$ cat src/common/evc_pkg.sv
package evc_pkg;

   localparam int EVC_ADDR_W = 64;

   // fixed physical vector offsets, measured from physical zero
   localparam logic [19:0] EVC_VEC_RESET  = 20'h0_0100;
   localparam logic [19:0] EVC_VEC_MCHECK = 20'h0_0200;
   localparam logic [19:0] EVC_VEC_DSTOR  = 20'h0_0300;
   localparam logic [19:0] EVC_VEC_DSEG   = 20'h0_0380;
   localparam logic [19:0] EVC_VEC_ISTOR  = 20'h0_0400;
   localparam logic [19:0] EVC_VEC_EXTINT = 20'h0_0500;
   localparam logic [19:0] EVC_VEC_DECR   = 20'h0_0900;

   // register map, word addresses
   localparam logic [3:0] EVC_REG_CTRL   = 4'h0;
   localparam logic [3:0] EVC_REG_STATUS = 4'h1;
   localparam logic [3:0] EVC_REG_IRQST  = 4'h2;
   localparam logic [3:0] EVC_REG_IRQMSK = 4'h3;
   localparam logic [3:0] EVC_REG_LAST   = 4'h4;
   localparam logic [3:0] EVC_REG_SRRPC  = 4'h5;

   // control register field positions
   localparam int EVC_CTRL_EE_BIT = 0;
   localparam int EVC_CTRL_ME_BIT = 1;
   localparam int EVC_CTRL_DR_BIT = 2;
   localparam int EVC_CTRL_RI_BIT = 3;
   localparam logic [31:0] EVC_CTRL_RST = 32'h0000_0002;

   // status register field positions
   localparam int EVC_ST_CHKSTOP_BIT = 0;
   localparam int EVC_ST_SUPER_BIT   = 1;
   localparam int EVC_ST_RI_BIT      = 2;

   // interrupt status bits
   localparam int EVC_IRQ_TAKEN_BIT = 0;
   localparam int EVC_IRQ_CHKST_BIT = 1;
   localparam int EVC_IRQ_UNREC_BIT = 2;
   localparam int EVC_IRQ_W         = 3;

   typedef enum logic [2:0] {
      EVC_EX_NONE,
      EVC_EX_RESET,
      EVC_EX_MCHECK,
      EVC_EX_DSTOR,
      EVC_EX_DSEG,
      EVC_EX_ISTOR,
      EVC_EX_EXTINT,
      EVC_EX_DECR
   } evc_kind_t;

   // events raised by the pipeline; the external pins come in on their own inputs
   typedef struct packed {
      logic sreset;
      logic sreset_corrupt;
      logic mcheck;
      logic mcheck_corrupt;
      logic dstor;
      logic dseg_miss;
      logic istor;
      logic extint;
      logic decr;
   } evc_event_t;

   // one taken exception
   typedef struct packed {
      evc_kind_t             kind;
      logic                  is_async;
      logic                  is_precise;
      logic [EVC_ADDR_W-1:0] vector;
   } evc_take_t;

endpackage

$ cat src/hdl/evc_sync3.sv
`timescale 1ns/1ps
module evc_sync3 (
   // clock and reset
   input  wire logic i_sys_clk,
   input  wire logic i_rst,
   // pin in, filtered level out
   input  wire logic i_async,
   output logic      o_level
);
   logic s1_r;
   logic s2_r;
   logic s3_r;

   // a change counts once stages two and three agree
   always_ff @(posedge i_sys_clk) begin
      if (i_rst) begin
         s1_r    <= 1'b0;
         s2_r    <= 1'b0;
         s3_r    <= 1'b0;
         o_level <= 1'b0;
      end else begin
         s1_r <= i_async;
         s2_r <= s1_r;
         s3_r <= s2_r;
         if (s2_r == s3_r) begin
            o_level <= s3_r;
         end
      end
   end
endmodule

$ cat src/hdl/evc_classifier.sv
`timescale 1ns/1ps
module evc_classifier
   import evc_pkg::*;
(
   // clock and reset
   input  wire logic                  i_sys_clk,
   input  wire logic                  i_rst,
   // pipeline side
   input  wire evc_event_t            i_event,
   input  wire logic                  i_fp_imprecise,
   input  wire logic [EVC_ADDR_W-1:0] i_cur_pc,
   input  wire logic                  i_resume,
   // external pins
   input  wire logic                  i_mcheck_pin,
   input  wire logic                  i_extint_pin,
   // register port
   input  wire logic [3:0]            i_addr,
   input  wire logic [31:0]           i_wdata,
   input  wire logic                  i_wr,
   input  wire logic                  i_rd,
   output logic [31:0]                o_rdata,
   // exception output
   output evc_take_t                  o_take,
   output logic                       o_take_vld,
   output logic [EVC_ADDR_W-1:0]      o_save_pc,
   output logic [31:0]                o_save_status,
   output logic                       o_supervisor,
   output logic                       o_checkstop,
   output logic                       o_irq
);
   import evc_pkg::*;

   logic mcheck_lvl;
   logic extint_lvl;
   logic mcheck_prev_r;

   evc_sync3 u_sync_mc (
      .i_sys_clk (i_sys_clk),
      .i_rst     (i_rst),
      .i_async   (i_mcheck_pin),
      .o_level   (mcheck_lvl)
   );

   evc_sync3 u_sync_ei (
      .i_sys_clk (i_sys_clk),
      .i_rst     (i_rst),
      .i_async   (i_extint_pin),
      .o_level   (extint_lvl)
   );

   logic [31:0]              ctrl_r;
   logic [EVC_IRQ_W-1:0]     irq_st_r;
   logic [EVC_IRQ_W-1:0]     irq_msk_r;
   logic [2:0]               last_kind_r;
   logic                     sup_r;
   logic                     chk_r;

   wire ee_en = ctrl_r[EVC_CTRL_EE_BIT];
   wire me_en = ctrl_r[EVC_CTRL_ME_BIT];
   wire dr_en = ctrl_r[EVC_CTRL_DR_BIT];
   wire ri_en = ctrl_r[EVC_CTRL_RI_BIT];

   // machine check is a rising edge of pin or a pipeline pulse
   wire mc_edge = (mcheck_lvl & ~mcheck_prev_r) | i_event.mcheck;
   wire ei_pend = extint_lvl | i_event.extint;

   // machine check with enable clear goes to checkstop, never vectors
   wire mc_take = mc_edge & me_en;
   wire mc_stop = mc_edge & ~me_en;
   wire ei_take = ei_pend & ee_en;
   wire dc_take = i_event.decr & ee_en;
   wire ds_take = i_event.dseg_miss & dr_en;

   // fixed priority, highest first; nothing is taken once stopped
   evc_kind_t kind_nxt;
   assign kind_nxt = chk_r              ? EVC_EX_NONE   :
                     i_event.sreset     ? EVC_EX_RESET  :
                     mc_take            ? EVC_EX_MCHECK :
                     i_event.dstor      ? EVC_EX_DSTOR  :
                     ds_take            ? EVC_EX_DSEG   :
                     i_event.istor      ? EVC_EX_ISTOR  :
                     ei_take            ? EVC_EX_EXTINT :
                     dc_take            ? EVC_EX_DECR   :
                                          EVC_EX_NONE;

   logic [19:0] off_nxt;
   logic        async_nxt;
   always_comb begin
      off_nxt   = 20'h0_0000;
      async_nxt = 1'b0;
      case (kind_nxt)
         EVC_EX_RESET: begin
            off_nxt   = EVC_VEC_RESET;
            async_nxt = 1'b1;
         end
         EVC_EX_MCHECK: begin
            off_nxt   = EVC_VEC_MCHECK;
            async_nxt = 1'b1;
         end
         EVC_EX_DSTOR:  off_nxt = EVC_VEC_DSTOR;
         EVC_EX_DSEG:   off_nxt = EVC_VEC_DSEG;
         EVC_EX_ISTOR:  off_nxt = EVC_VEC_ISTOR;
         EVC_EX_EXTINT: begin
            off_nxt   = EVC_VEC_EXTINT;
            async_nxt = 1'b1;
         end
         EVC_EX_DECR: begin
            off_nxt   = EVC_VEC_DECR;
            async_nxt = 1'b1;
         end
         default: begin
            off_nxt   = 20'h0_0000;
            async_nxt = 1'b0;
         end
      endcase
   end

   wire take_nxt = (kind_nxt != EVC_EX_NONE);
   // synchronous exceptions precise unless flagged fp imprecise
   wire precise_nxt = async_nxt | ~i_fp_imprecise;
   // vector zero-extended: physical, no translation applied
   wire [EVC_ADDR_W-1:0] vec_nxt =
      {{(EVC_ADDR_W-20){1'b0}}, off_nxt};

   // recoverable copy cleared when the cause corrupted state
   wire corrupt_nxt =
      ((kind_nxt == EVC_EX_RESET)  & i_event.sreset_corrupt) |
      ((kind_nxt == EVC_EX_MCHECK) & i_event.mcheck_corrupt);
   wire ri_copy = ri_en & ~corrupt_nxt;

   wire [31:0] status_nxt = {28'h000_0000, ri_copy, dr_en, me_en, ee_en};

   // register decode
   wire wr_ctrl = i_wr & (i_addr == EVC_REG_CTRL);
   wire wr_irqs = i_wr & (i_addr == EVC_REG_IRQST);
   wire wr_irqm = i_wr & (i_addr == EVC_REG_IRQMSK);

   wire [EVC_IRQ_W-1:0] irq_ev = {corrupt_nxt, mc_stop & ~chk_r, take_nxt};
   // set wins over a write-one clear
   wire [EVC_IRQ_W-1:0] irq_st_nxt =
      (irq_st_r & ~(wr_irqs ? i_wdata[EVC_IRQ_W-1:0] : 3'h0)) | irq_ev;

   wire [31:0] status_rd = {29'h0000_0000, ri_en, sup_r, chk_r};

   logic [31:0] rdata_nxt;
   always_comb begin
      case (i_addr)
         EVC_REG_CTRL:   rdata_nxt = ctrl_r;
         EVC_REG_STATUS: rdata_nxt = status_rd;
         EVC_REG_IRQST:  rdata_nxt = {29'h0000_0000, irq_st_r};
         EVC_REG_IRQMSK: rdata_nxt = {29'h0000_0000, irq_msk_r};
         EVC_REG_LAST:   rdata_nxt = {29'h0000_0000, last_kind_r};
         EVC_REG_SRRPC:  rdata_nxt = o_save_pc[31:0];
         default:        rdata_nxt = 32'h0000_0000;
      endcase
   end

   always_ff @(posedge i_sys_clk) begin
      if (i_rst) begin
         mcheck_prev_r <= 1'b0;
         ctrl_r        <= EVC_CTRL_RST;
         irq_st_r      <= 3'h0;
         irq_msk_r     <= 3'h0;
         last_kind_r   <= 3'h0;
         sup_r         <= 1'b1;
         chk_r         <= 1'b0;
         o_rdata       <= 32'h0000_0000;
         o_irq         <= 1'b0;
      end else begin
         mcheck_prev_r <= mcheck_lvl;
         irq_st_r      <= irq_st_nxt;
         o_irq         <= |(irq_st_nxt & irq_msk_r);
         o_rdata       <= i_rd ? rdata_nxt : 32'h0000_0000;
         if (wr_irqm) begin
            irq_msk_r <= i_wdata[EVC_IRQ_W-1:0];
         end
         if (mc_stop) begin
            chk_r <= 1'b1;
         end
         if (take_nxt) begin
            // entry disables interrupts and machine checks, supervisor on
            ctrl_r[EVC_CTRL_EE_BIT] <= 1'b0;
            ctrl_r[EVC_CTRL_ME_BIT] <= 1'b0;
            ctrl_r[EVC_CTRL_DR_BIT] <= 1'b0;
            sup_r       <= 1'b1;
            last_kind_r <= kind_nxt;
         end else if (wr_ctrl) begin
            ctrl_r <= {28'h000_0000, i_wdata[3:0]};
         end else if (i_resume) begin
            sup_r <= 1'b0;
         end
      end
   end

   always_ff @(posedge i_sys_clk) begin
      if (i_rst) begin
         o_take        <= '0;
         o_take_vld    <= 1'b0;
         o_save_pc     <= 64'h0000_0000_0000_0000;
         o_save_status <= 32'h0000_0000;
         o_supervisor  <= 1'b1;
         o_checkstop   <= 1'b0;
      end else begin
         o_take_vld   <= take_nxt;
         o_checkstop  <= chk_r | mc_stop;
         o_supervisor <= take_nxt | (sup_r & ~(i_resume & ~wr_ctrl));
         if (take_nxt) begin
            o_take.kind       <= kind_nxt;
            o_take.is_async   <= async_nxt;
            o_take.is_precise <= precise_nxt;
            o_take.vector     <= vec_nxt;
            o_save_pc         <= i_cur_pc;
            o_save_status     <= status_nxt;
         end
      end
   end

   // assertions
   a_reset_vector: assert property (
      @(posedge i_sys_clk) disable iff (i_rst)
      (i_event.sreset && !chk_r) |=> o_take_vld &&
      o_take.vector == 64'h0000_0000_0000_0100 && o_take.is_async)
      else $error("reset vector wrong");
   a_mcheck_stop: assert property (
      @(posedge i_sys_clk) disable iff (i_rst)
      mc_stop |=> o_checkstop && !(o_take_vld &&
      o_take.kind == EVC_EX_MCHECK))
      else $error("masked machine check not stopped");
   a_mcheck_vec: assert property (
      @(posedge i_sys_clk) disable iff (i_rst)
      (o_take_vld && o_take.kind == EVC_EX_MCHECK) |->
      o_take.vector == 64'h0000_0000_0000_0200 && $past(me_en))
      else $error("machine check vector wrong");
   a_extint_gate: assert property (
      @(posedge i_sys_clk) disable iff (i_rst)
      (o_take_vld && o_take.kind == EVC_EX_EXTINT) |->
      $past(ee_en) && o_take.vector == 64'h0000_0000_0000_0500)
      else $error("external interrupt taken while disabled");
   a_dseg_gate: assert property (
      @(posedge i_sys_clk) disable iff (i_rst)
      (o_take_vld && o_take.kind == EVC_EX_DSEG) |->
      $past(dr_en) && o_take.vector == 64'h0000_0000_0000_0380)
      else $error("data segment without translation");
   a_ri_clear: assert property (
      @(posedge i_sys_clk) disable iff (i_rst)
      (take_nxt && corrupt_nxt) |=> !o_save_status[EVC_CTRL_RI_BIT])
      else $error("recoverable copy not cleared");
   a_sync_precise: assert property (
      @(posedge i_sys_clk) disable iff (i_rst)
      (o_take_vld && !o_take.is_async) |->
      o_take.is_precise == !$past(i_fp_imprecise))
      else $error("precise tag wrong");
   a_take_super: assert property (
      @(posedge i_sys_clk) disable iff (i_rst)
      take_nxt |=> o_supervisor && o_save_pc == $past(i_cur_pc) ##1 sup_r)
      else $error("state not saved on entry");
   a_istor_vec: assert property (
      @(posedge i_sys_clk) disable iff (i_rst)
      (o_take_vld && o_take.kind == EVC_EX_ISTOR) |->
      o_take.vector == 64'h0000_0000_0000_0400 && !o_take.is_async)
      else $error("instruction fault vector wrong");
endmodule

$ cat config.mk
export PLATFORM = sky130hd
export DESIGN_NAME = evc_classifier
export DESIGN_NICKNAME = d
export VERILOG_FILES = /design/src/common/evc_pkg.sv /design/src/hdl/evc_sync3.sv /design/src/hdl/evc_classifier.sv
export SDC_FILE = /design/constraint.sdc
export NUM_CORES = 1
export LEC_CHECK = 0
export BUFFER_PORTS_ARGS = -buffer_cell sky130_fd_sc_hd__buf_4
export CAP_MARGIN = 5
export CORE_UTILIZATION = 38
export DETAILED_ROUTE_END_ITERATION = 6
export PLACE_DENSITY = 0.68
export SETUP_SLACK_MARGIN = 0.15
export SKIP_LAST_GASP = 1
export SLEW_MARGIN = 20
export SYNTH_ARGS = -nofsm -noshare
export SYNTH_HDL_FRONTEND = slang
export SYNTH_SLANG_ARGS = --single-unit
$ cat constraint.sdc
create_clock -name i_sys_clk -period 1.8 [get_ports i_sys_clk]
set_input_delay 0.09 -clock i_sys_clk [delete_from_list [all_inputs] [get_ports i_sys_clk]]
set_output_delay 0.09 -clock i_sys_clk [all_outputs]
set_load 0.01 [all_outputs]
-- After elaboration in Yosys (flattened, before gate mapping)
Cells that the tools add are included.
- logic and storage cells: 98
- flip-flop bits (word level): 150
- output and inout bits: 201
- bitwise logic cells: 34
- muxes and demuxes: 14
- reduce and logical (&&, ||, !) cells: 9
- eq/ne operators: 14
- operators by type and width (kind ; count):
    case mux 32 bit (6 select lines) ; 1
    case mux 12 bit (7 select lines) ; 1
    2-to-1 mux 3 bit ; 9
    bitwise AND 1 bit ; 15
    equality test 3 bit, second input constant ; 4
    inverter 1 bit ; 9
    equality test 4 x 2 -> 1 bit, second input constant ; 2
    equality test 4 x 3 -> 1 bit, second input constant ; 2
    bitwise AND 3 bit ; 2
    equality test 3 x 2 -> 1 bit, second input constant ; 2
    bitwise OR 1 bit ; 6
    equality test 4 x 1 -> 1 bit, second input constant ; 1
    zero test 4 bit ; 1
    2-to-1 mux 2 bit ; 2
    AND reduction 2 bit ; 2
    OR reduction 2 bit ; 2
    OR reduction 4 bit ; 1
    equality test 3 x 1 -> 1 bit, second input constant ; 1
    inverter 3 bit ; 1
    bitwise OR 3 bit ; 1
    nonzero test 3 bit ; 1
    OR reduction 3 bit ; 1
    equality test 1 bit ; 2
    nonzero test 2 bit ; 1
    2-to-1 mux 1 bit ; 1

-- Logic depth before layout (Yosys ltp)
- word-level depth: 15
- mapped depth: 8
- mapped depth without buffers: 5

-- Cells and area by module
A second synthesis with hierarchy kept.
- cells, all modules: 652
- area total of the unflattened synthesis: 5744.3 µm²
- by module, submodules not included (module ; times used ; cells an instance ; area an instance (µm²) ; sequential area each (µm²)):
    evc_classifier ; 1 ; 632 ; 5519.0 ; 2542.4
    evc_sync3 ; 2 ; 10 ; 112.6 ; 80.1

-- Worst setup path after synthesis
OpenSTA, ideal clock, no wires.
- path type: reg-to-reg
- start point: reg u_sync_ei.o_level
- end point: reg o_irq
- clock period less this slack: 1.634 ns
- arrival time: 1.502 ns
- stages on the path, launching flop included: 6
- path slack: 0.166 ns
- setup time: 0.132 ns
- path through: dfxtp_1 -> and4bb_2 -> a2111oi_2 -> nor4b_1 -> a22oi_1 -> o311ai_1
- cells in the longest elaborated chain, start to end: 15
- elaborated cells between the ends (all ways): 18
- those cells by class: eq/ne (2); mux (7); bitwise (7); reduce/logical (2)
- RTL lines (what ; RTL line ; text):
    start, declared ; evc_sync3.sv:8 ; output logic o_level
    start signal, assigned ; evc_sync3.sv:26 ; o_level <= s3_r;
    bitwise OR 1 bit (*) ; evc_classifier.sv:65 ; wire ei_pend = extint_lvl | i_event.extint;
    bitwise AND 1 bit (*) ; evc_classifier.sv:70 ; wire ei_take = ei_pend & ee_en;
    2-to-1 mux 3 bit (*) ; evc_classifier.sv:82 ; ei_take ? EVC_EX_EXTINT :
    2-to-1 mux 3 bit (*) ; evc_classifier.sv:81 ; i_event.istor ? EVC_EX_ISTOR :
    2-to-1 mux 3 bit (*) ; evc_classifier.sv:80 ; ds_take ? EVC_EX_DSEG :
    2-to-1 mux 3 bit (*) ; evc_classifier.sv:79 ; i_event.dstor ? EVC_EX_DSTOR :
    2-to-1 mux 3 bit (*) ; evc_classifier.sv:78 ; mc_take ? EVC_EX_MCHECK :
    2-to-1 mux 3 bit (*) ; evc_classifier.sv:77 ; i_event.sreset ? EVC_EX_RESET :
    2-to-1 mux 3 bit (*) ; evc_classifier.sv:76 ; assign kind_nxt = chk_r ? EVC_EX_NONE :
    equality test 3 x 1 -> 1 bit or equality test 3 x 2 -> 1 bit (tied branches) ; evc_classifier.sv:127, evc_classifier.sv:128 ;
    bitwise AND 1 bit (on tied branches) ; evc_classifier.sv:127, evc_classifier.sv:128 ;
    bitwise OR 1 bit ; evc_classifier.sv:127 ; ((kind_nxt == EVC_EX_RESET) & i_event.sreset_corrupt) |
    bitwise OR 3 bit (*) ; evc_classifier.sv:141 ; (irq_st_r & ~(wr_irqs ? i_wdata[EVC_IRQ_W-1:0] : 3'h0)) | irq_ev;
    bitwise AND 3 bit (*) ; evc_classifier.sv:172 ; o_irq <= |(irq_st_nxt & irq_msk_r);
    OR reduction 3 bit (*) ; evc_classifier.sv:172 ;
    end signal, assigned ; evc_classifier.sv:172 ;
    end, declared ; evc_classifier.sv:29 ; output logic o_irq
Every way passes the cells marked *; elsewhere a longest branch is shown, timed or not.
A chain may end at the register's enable or synchronous reset.

-- Worst setup path in the final report
- start point: reg u_sync_ei.o_level
- end point: reg o_take[64] in the netlist's numbering
- cells in the longest elaborated chain, start to end: 13
- elaborated cells between the ends (all ways): 17
- those cells by class: eq/ne (4); mux (8); bitwise (3); reduce/logical (2)
- RTL lines (what ; RTL line ; text):
    bitwise OR 1 bit (*) ; evc_classifier.sv:65 ;
    bitwise AND 1 bit (*) ; evc_classifier.sv:70 ;
    2-to-1 mux 3 bit (*) ; evc_classifier.sv:82 ;
    2-to-1 mux 3 bit (*) ; evc_classifier.sv:81 ;
    2-to-1 mux 3 bit (*) ; evc_classifier.sv:80 ;
    2-to-1 mux 3 bit (*) ; evc_classifier.sv:79 ;
    2-to-1 mux 3 bit (*) ; evc_classifier.sv:78 ;
    2-to-1 mux 3 bit (*) ; evc_classifier.sv:77 ;
    2-to-1 mux 3 bit (*) ; evc_classifier.sv:76 ;
    equality test 3 x 1 -> 1 bit (tied with other cells) ; evc_classifier.sv:91 ; case (kind_nxt)
    OR reduction 4 bit (no source line) ; - ;
    2-to-1 mux 1 bit ; evc_classifier.sv:91 ;
    bitwise OR 1 bit ; evc_classifier.sv:120 ; wire precise_nxt = async_nxt | ~i_fp_imprecise;
    end, declared ; evc_classifier.sv:23 ; output evc_take_t o_take,
Marked as above.

==> impl_metrics.yaml <==
route:
  ant_nets: 0
  top_layer: "met4"
  m1WireLength_um: 7560
  drtIter0Drc: 238
  dr_wl_met2_um: 8780
  viasPerCell: 4.66
  route.detailed.drc: 0
  route.met3.wl_um: 912
  totalWireLength_um: 17700
  avgRoutedWirePerCell_um: 15.5
  vias: 5323
  firstDrtPassIters: 4
clocking:
  path_clk_slew_ps: 60
  cts_tree: "built"
  cts.sinks: 135
  cts_made_buffers: 17
  cts-root-buf: "clkbuf_16"
  htree_levels: 4
  clock_path_buffers: 2
  insertion_delay_ps: 410
placed_design:
  globalplace.congestion: 0.824
  post-dp-hpwl_um: 9780
  placed_cell_area_mm2: 0.00705
  io_buffer_count: 202
  dp_slack_ps: -20.9
global_routing:
  grt_pass1_wl_um: 23100
  grt_antenna_before_repair: 0
  grt_max_degree: 45
  overflow: 0
  grt_pass1_vias: 4582
  grt_usage_pct: 20.2
sta:
  hold_viol: 0
  tightest_slew_ps: 667
  drv_slew: 0
  rsz0062_at_grt: "true"
  slew-limit-headroom_pct: 55.5
  tns_ps: 0
  setup_viol: 0
  fin_worst_skew_ps: 9.74
  fin_ws_ps: 41.7
  hold_ws_ps: 20.5
  period_needed_ps: 1760
  period_share_pct: 97.7
  fmax_ghz: 0.569
synth:
  synth_top_area_share_pct: 48.6
  yosys_warnings: 0
  syn-instance-count: 640
  synth.distinct_cells: 51
  synth_top_cells_by_area: "dfxtp_1 49%, buf_4 12%, nand2_1 10%, a21oi_1 7.6%, and2_1 3.1%"
  postSynth.asyncResetShare_pct: 0
  syn_area_per_cell_um2: 8.69
  ys_seq_area_share_pct: 48.6
  ys_ff_latch: 135
  yosysTopAreaCell: "dfxtp_1"
  synth_flop_cell: "dfxtp_1"
  syn_area_mm2: 0.00556
  synth_edf_count: 0
floorplanning:
  die_y_um: 123
  row_count: 43
  core-area_mm2: 0.0141
  die_width_um: 123
  start_util_pct: 39.5
  dieArea_mm2: 0.0151
  ioPinCount: 318
worst_setup_path:
  critPathMaxFanout: 3
  critPathLaunchType: "flop"
  worstPathArrival_ps: 2050
  cp.required_ps: 2090
  reg2reg_slack_ps: 40
  critical_path_class: "reg2reg"
  end_kind: "flop"
worst_hold_path:
  hp-class: "in2reg"
status:
  outcome: "completed"
power:
  powerDensity_mw_per_mm2: 866
  p_total_w: 0.00803
  ir_drop_uv: 587
  p_leak_nw: 4.32
cells_and_area:
  nets: 1067
  area_delta_synth_final_pct: 66.7
  fin_area_mm2: 0.00927
  drive_gt1_share_pct: 42.0
  num_antenna_cells: 0
job:
  cap_violations: 0
-- timing repair --
action | 4_1_cts | 5_1_grt
pin swaps | 11 | 75
endpoints found under the setup margin | 82 | 84
hold buffers | 71 | 0
buffers inserted | 8 | 5
gates cloned | 5 | 8
hold endpoints to repair | 72 | 0
gates resized for setup | 18 | 131
-- layout by cell type, fill, tap and decap left out, types with 2 or more instances in the layout --
cell | synthesis | routed
inv_6 | 0 | 4
a21o_1 | 2 | 2
nand4_1 | 3 | 3
nor3_1 | 4 | 2
buf_12 | 0 | 6
nand3b_1 | 2 | 2
buf_16 | 0 | 5
a21oi_1 | 85 | 46
and3_1 | 2 | 2
nand3_1 | 6 | 4
and2_1 | 28 | 28
buf_4 | 88 | 229
nand3_2 | 0 | 2
mux2i_1 | 11 | 11
a21oi_4 | 0 | 2
nand2_4 | 0 | 18
o21ai_1 | 0 | 2
a21oi_2 | 0 | 37
dlygate4sd3_1 | 0 | 71
buf_8 | 0 | 2
nand2_1 | 153 | 109
clkinvlp_4 | 0 | 6
dfxtp_1 | 135 | 130
nand2_2 | 1 | 27
clkbuf_8 | 0 | 2
inv_1 | 5 | 5
a211oi_2 | 0 | 3
o31ai_4 | 2 | 2
nor2_2 | 1 | 5
nor2_1 | 23 | 19
conb_1 | 1 | 87
buf_6 | 7 | 4
nor2b_1 | 8 | 7
clkbuf_16 | 0 | 25
o21ai_0 | 10 | 8
mux4_2 | 3 | 3
o211ai_1 | 5 | 5
a32o_1 | 2 | 2
dfxtp_2 | 0 | 5
-- state kept, by name, indices dropped and copies added (netlist names), 3 cells and up --
name           count
o_save_status      4
o_rdata           32
o_take            10
ctrl_r             4
irq_st_r           3
o_save_pc         64
irq_msk_r          3
-- layout make-up --
| cell class | count | area (um2) |
|---|---|---|
| fill | 1119 | 4830 |
| tap | 180 | 225 |
| clock buffer | 20 | 457 |
| multi-input combinational | 466 | 2800 |
| inverter | 5 | 18.8 |
| timing repair buffer | 325 | 2960 |
| clock inverter | 12 | 93.8 |
| sequential | 135 | 2710 |
-- stage by stage --
stage               util (%)  cells
CTS                     60.8   1130
global route            65.8   1143
finish                  65.8   1143
floorplan                  -    726
detailed placement      50.0   1014
global placement        50.0   1014
-- worst paths after layout --
kind | end | from | depth (start not counted)
max | o_take[64]$_SDFFE_PP0P_ | u_sync_ei.o_level$_SDFFE_PP0N_ | 5
min | o_rdata[3]$_SDFF_PP0_ | i_addr[3] | 4
max reg2reg | o_take[64]$_SDFFE_PP0P_ | u_sync_ei.o_level$_SDFFE_PP0N_ | 5
min reg2reg | u_sync_mc.o_level$_SDFFE_PP0N_ | u_sync_mc.s3_r$_SDFF_PP0_ | 2
-- worst max-delay path, cell delays in order, from the launching register on --
cell      delay (ps)
dfxtp_2          340
and4bb_2         260
a211o_1          340
buf_6            130
a311o_1          340
a32o_1           220
-- report_power, final --
group	internal, W	switching, W
logic	0.000802	0.000771
clock network	0.00185	0.00134
registers	0.00314	0.000122
-- synth_stat cells (all sizes together), types with 2 or more instances --
cell type	instances
a211oi	3
a21oi	85
o21ai	10
nor2b	8
clkbuf	16
nand3b	2
inv	5
mux4	3
o31ai	3
and3	2
nand4	3
a32o	2
o311ai	2
a21o	2
dfxtp	135
mux2i	11
nor4b	2
nand2	154
buf	104
o211ai	5
nor3	4
or2	2
and2	28
nand3	6
nor2	24
-- metal layers --
metal,track usage [%],vias up
li1,-,2583
met1,24.9,2491
met2,33.7,221
met3,4.57,28
met4,9.04,0
met5,0,-
-- logic make-up after synthesis --
logic type	synth area share, %
compound gates	13.4
buf+inv	15.4
flops	48.6
mux	3.19
other cells	0.0674
simple gates	19.3
Power figures use the tool's default switching activity.
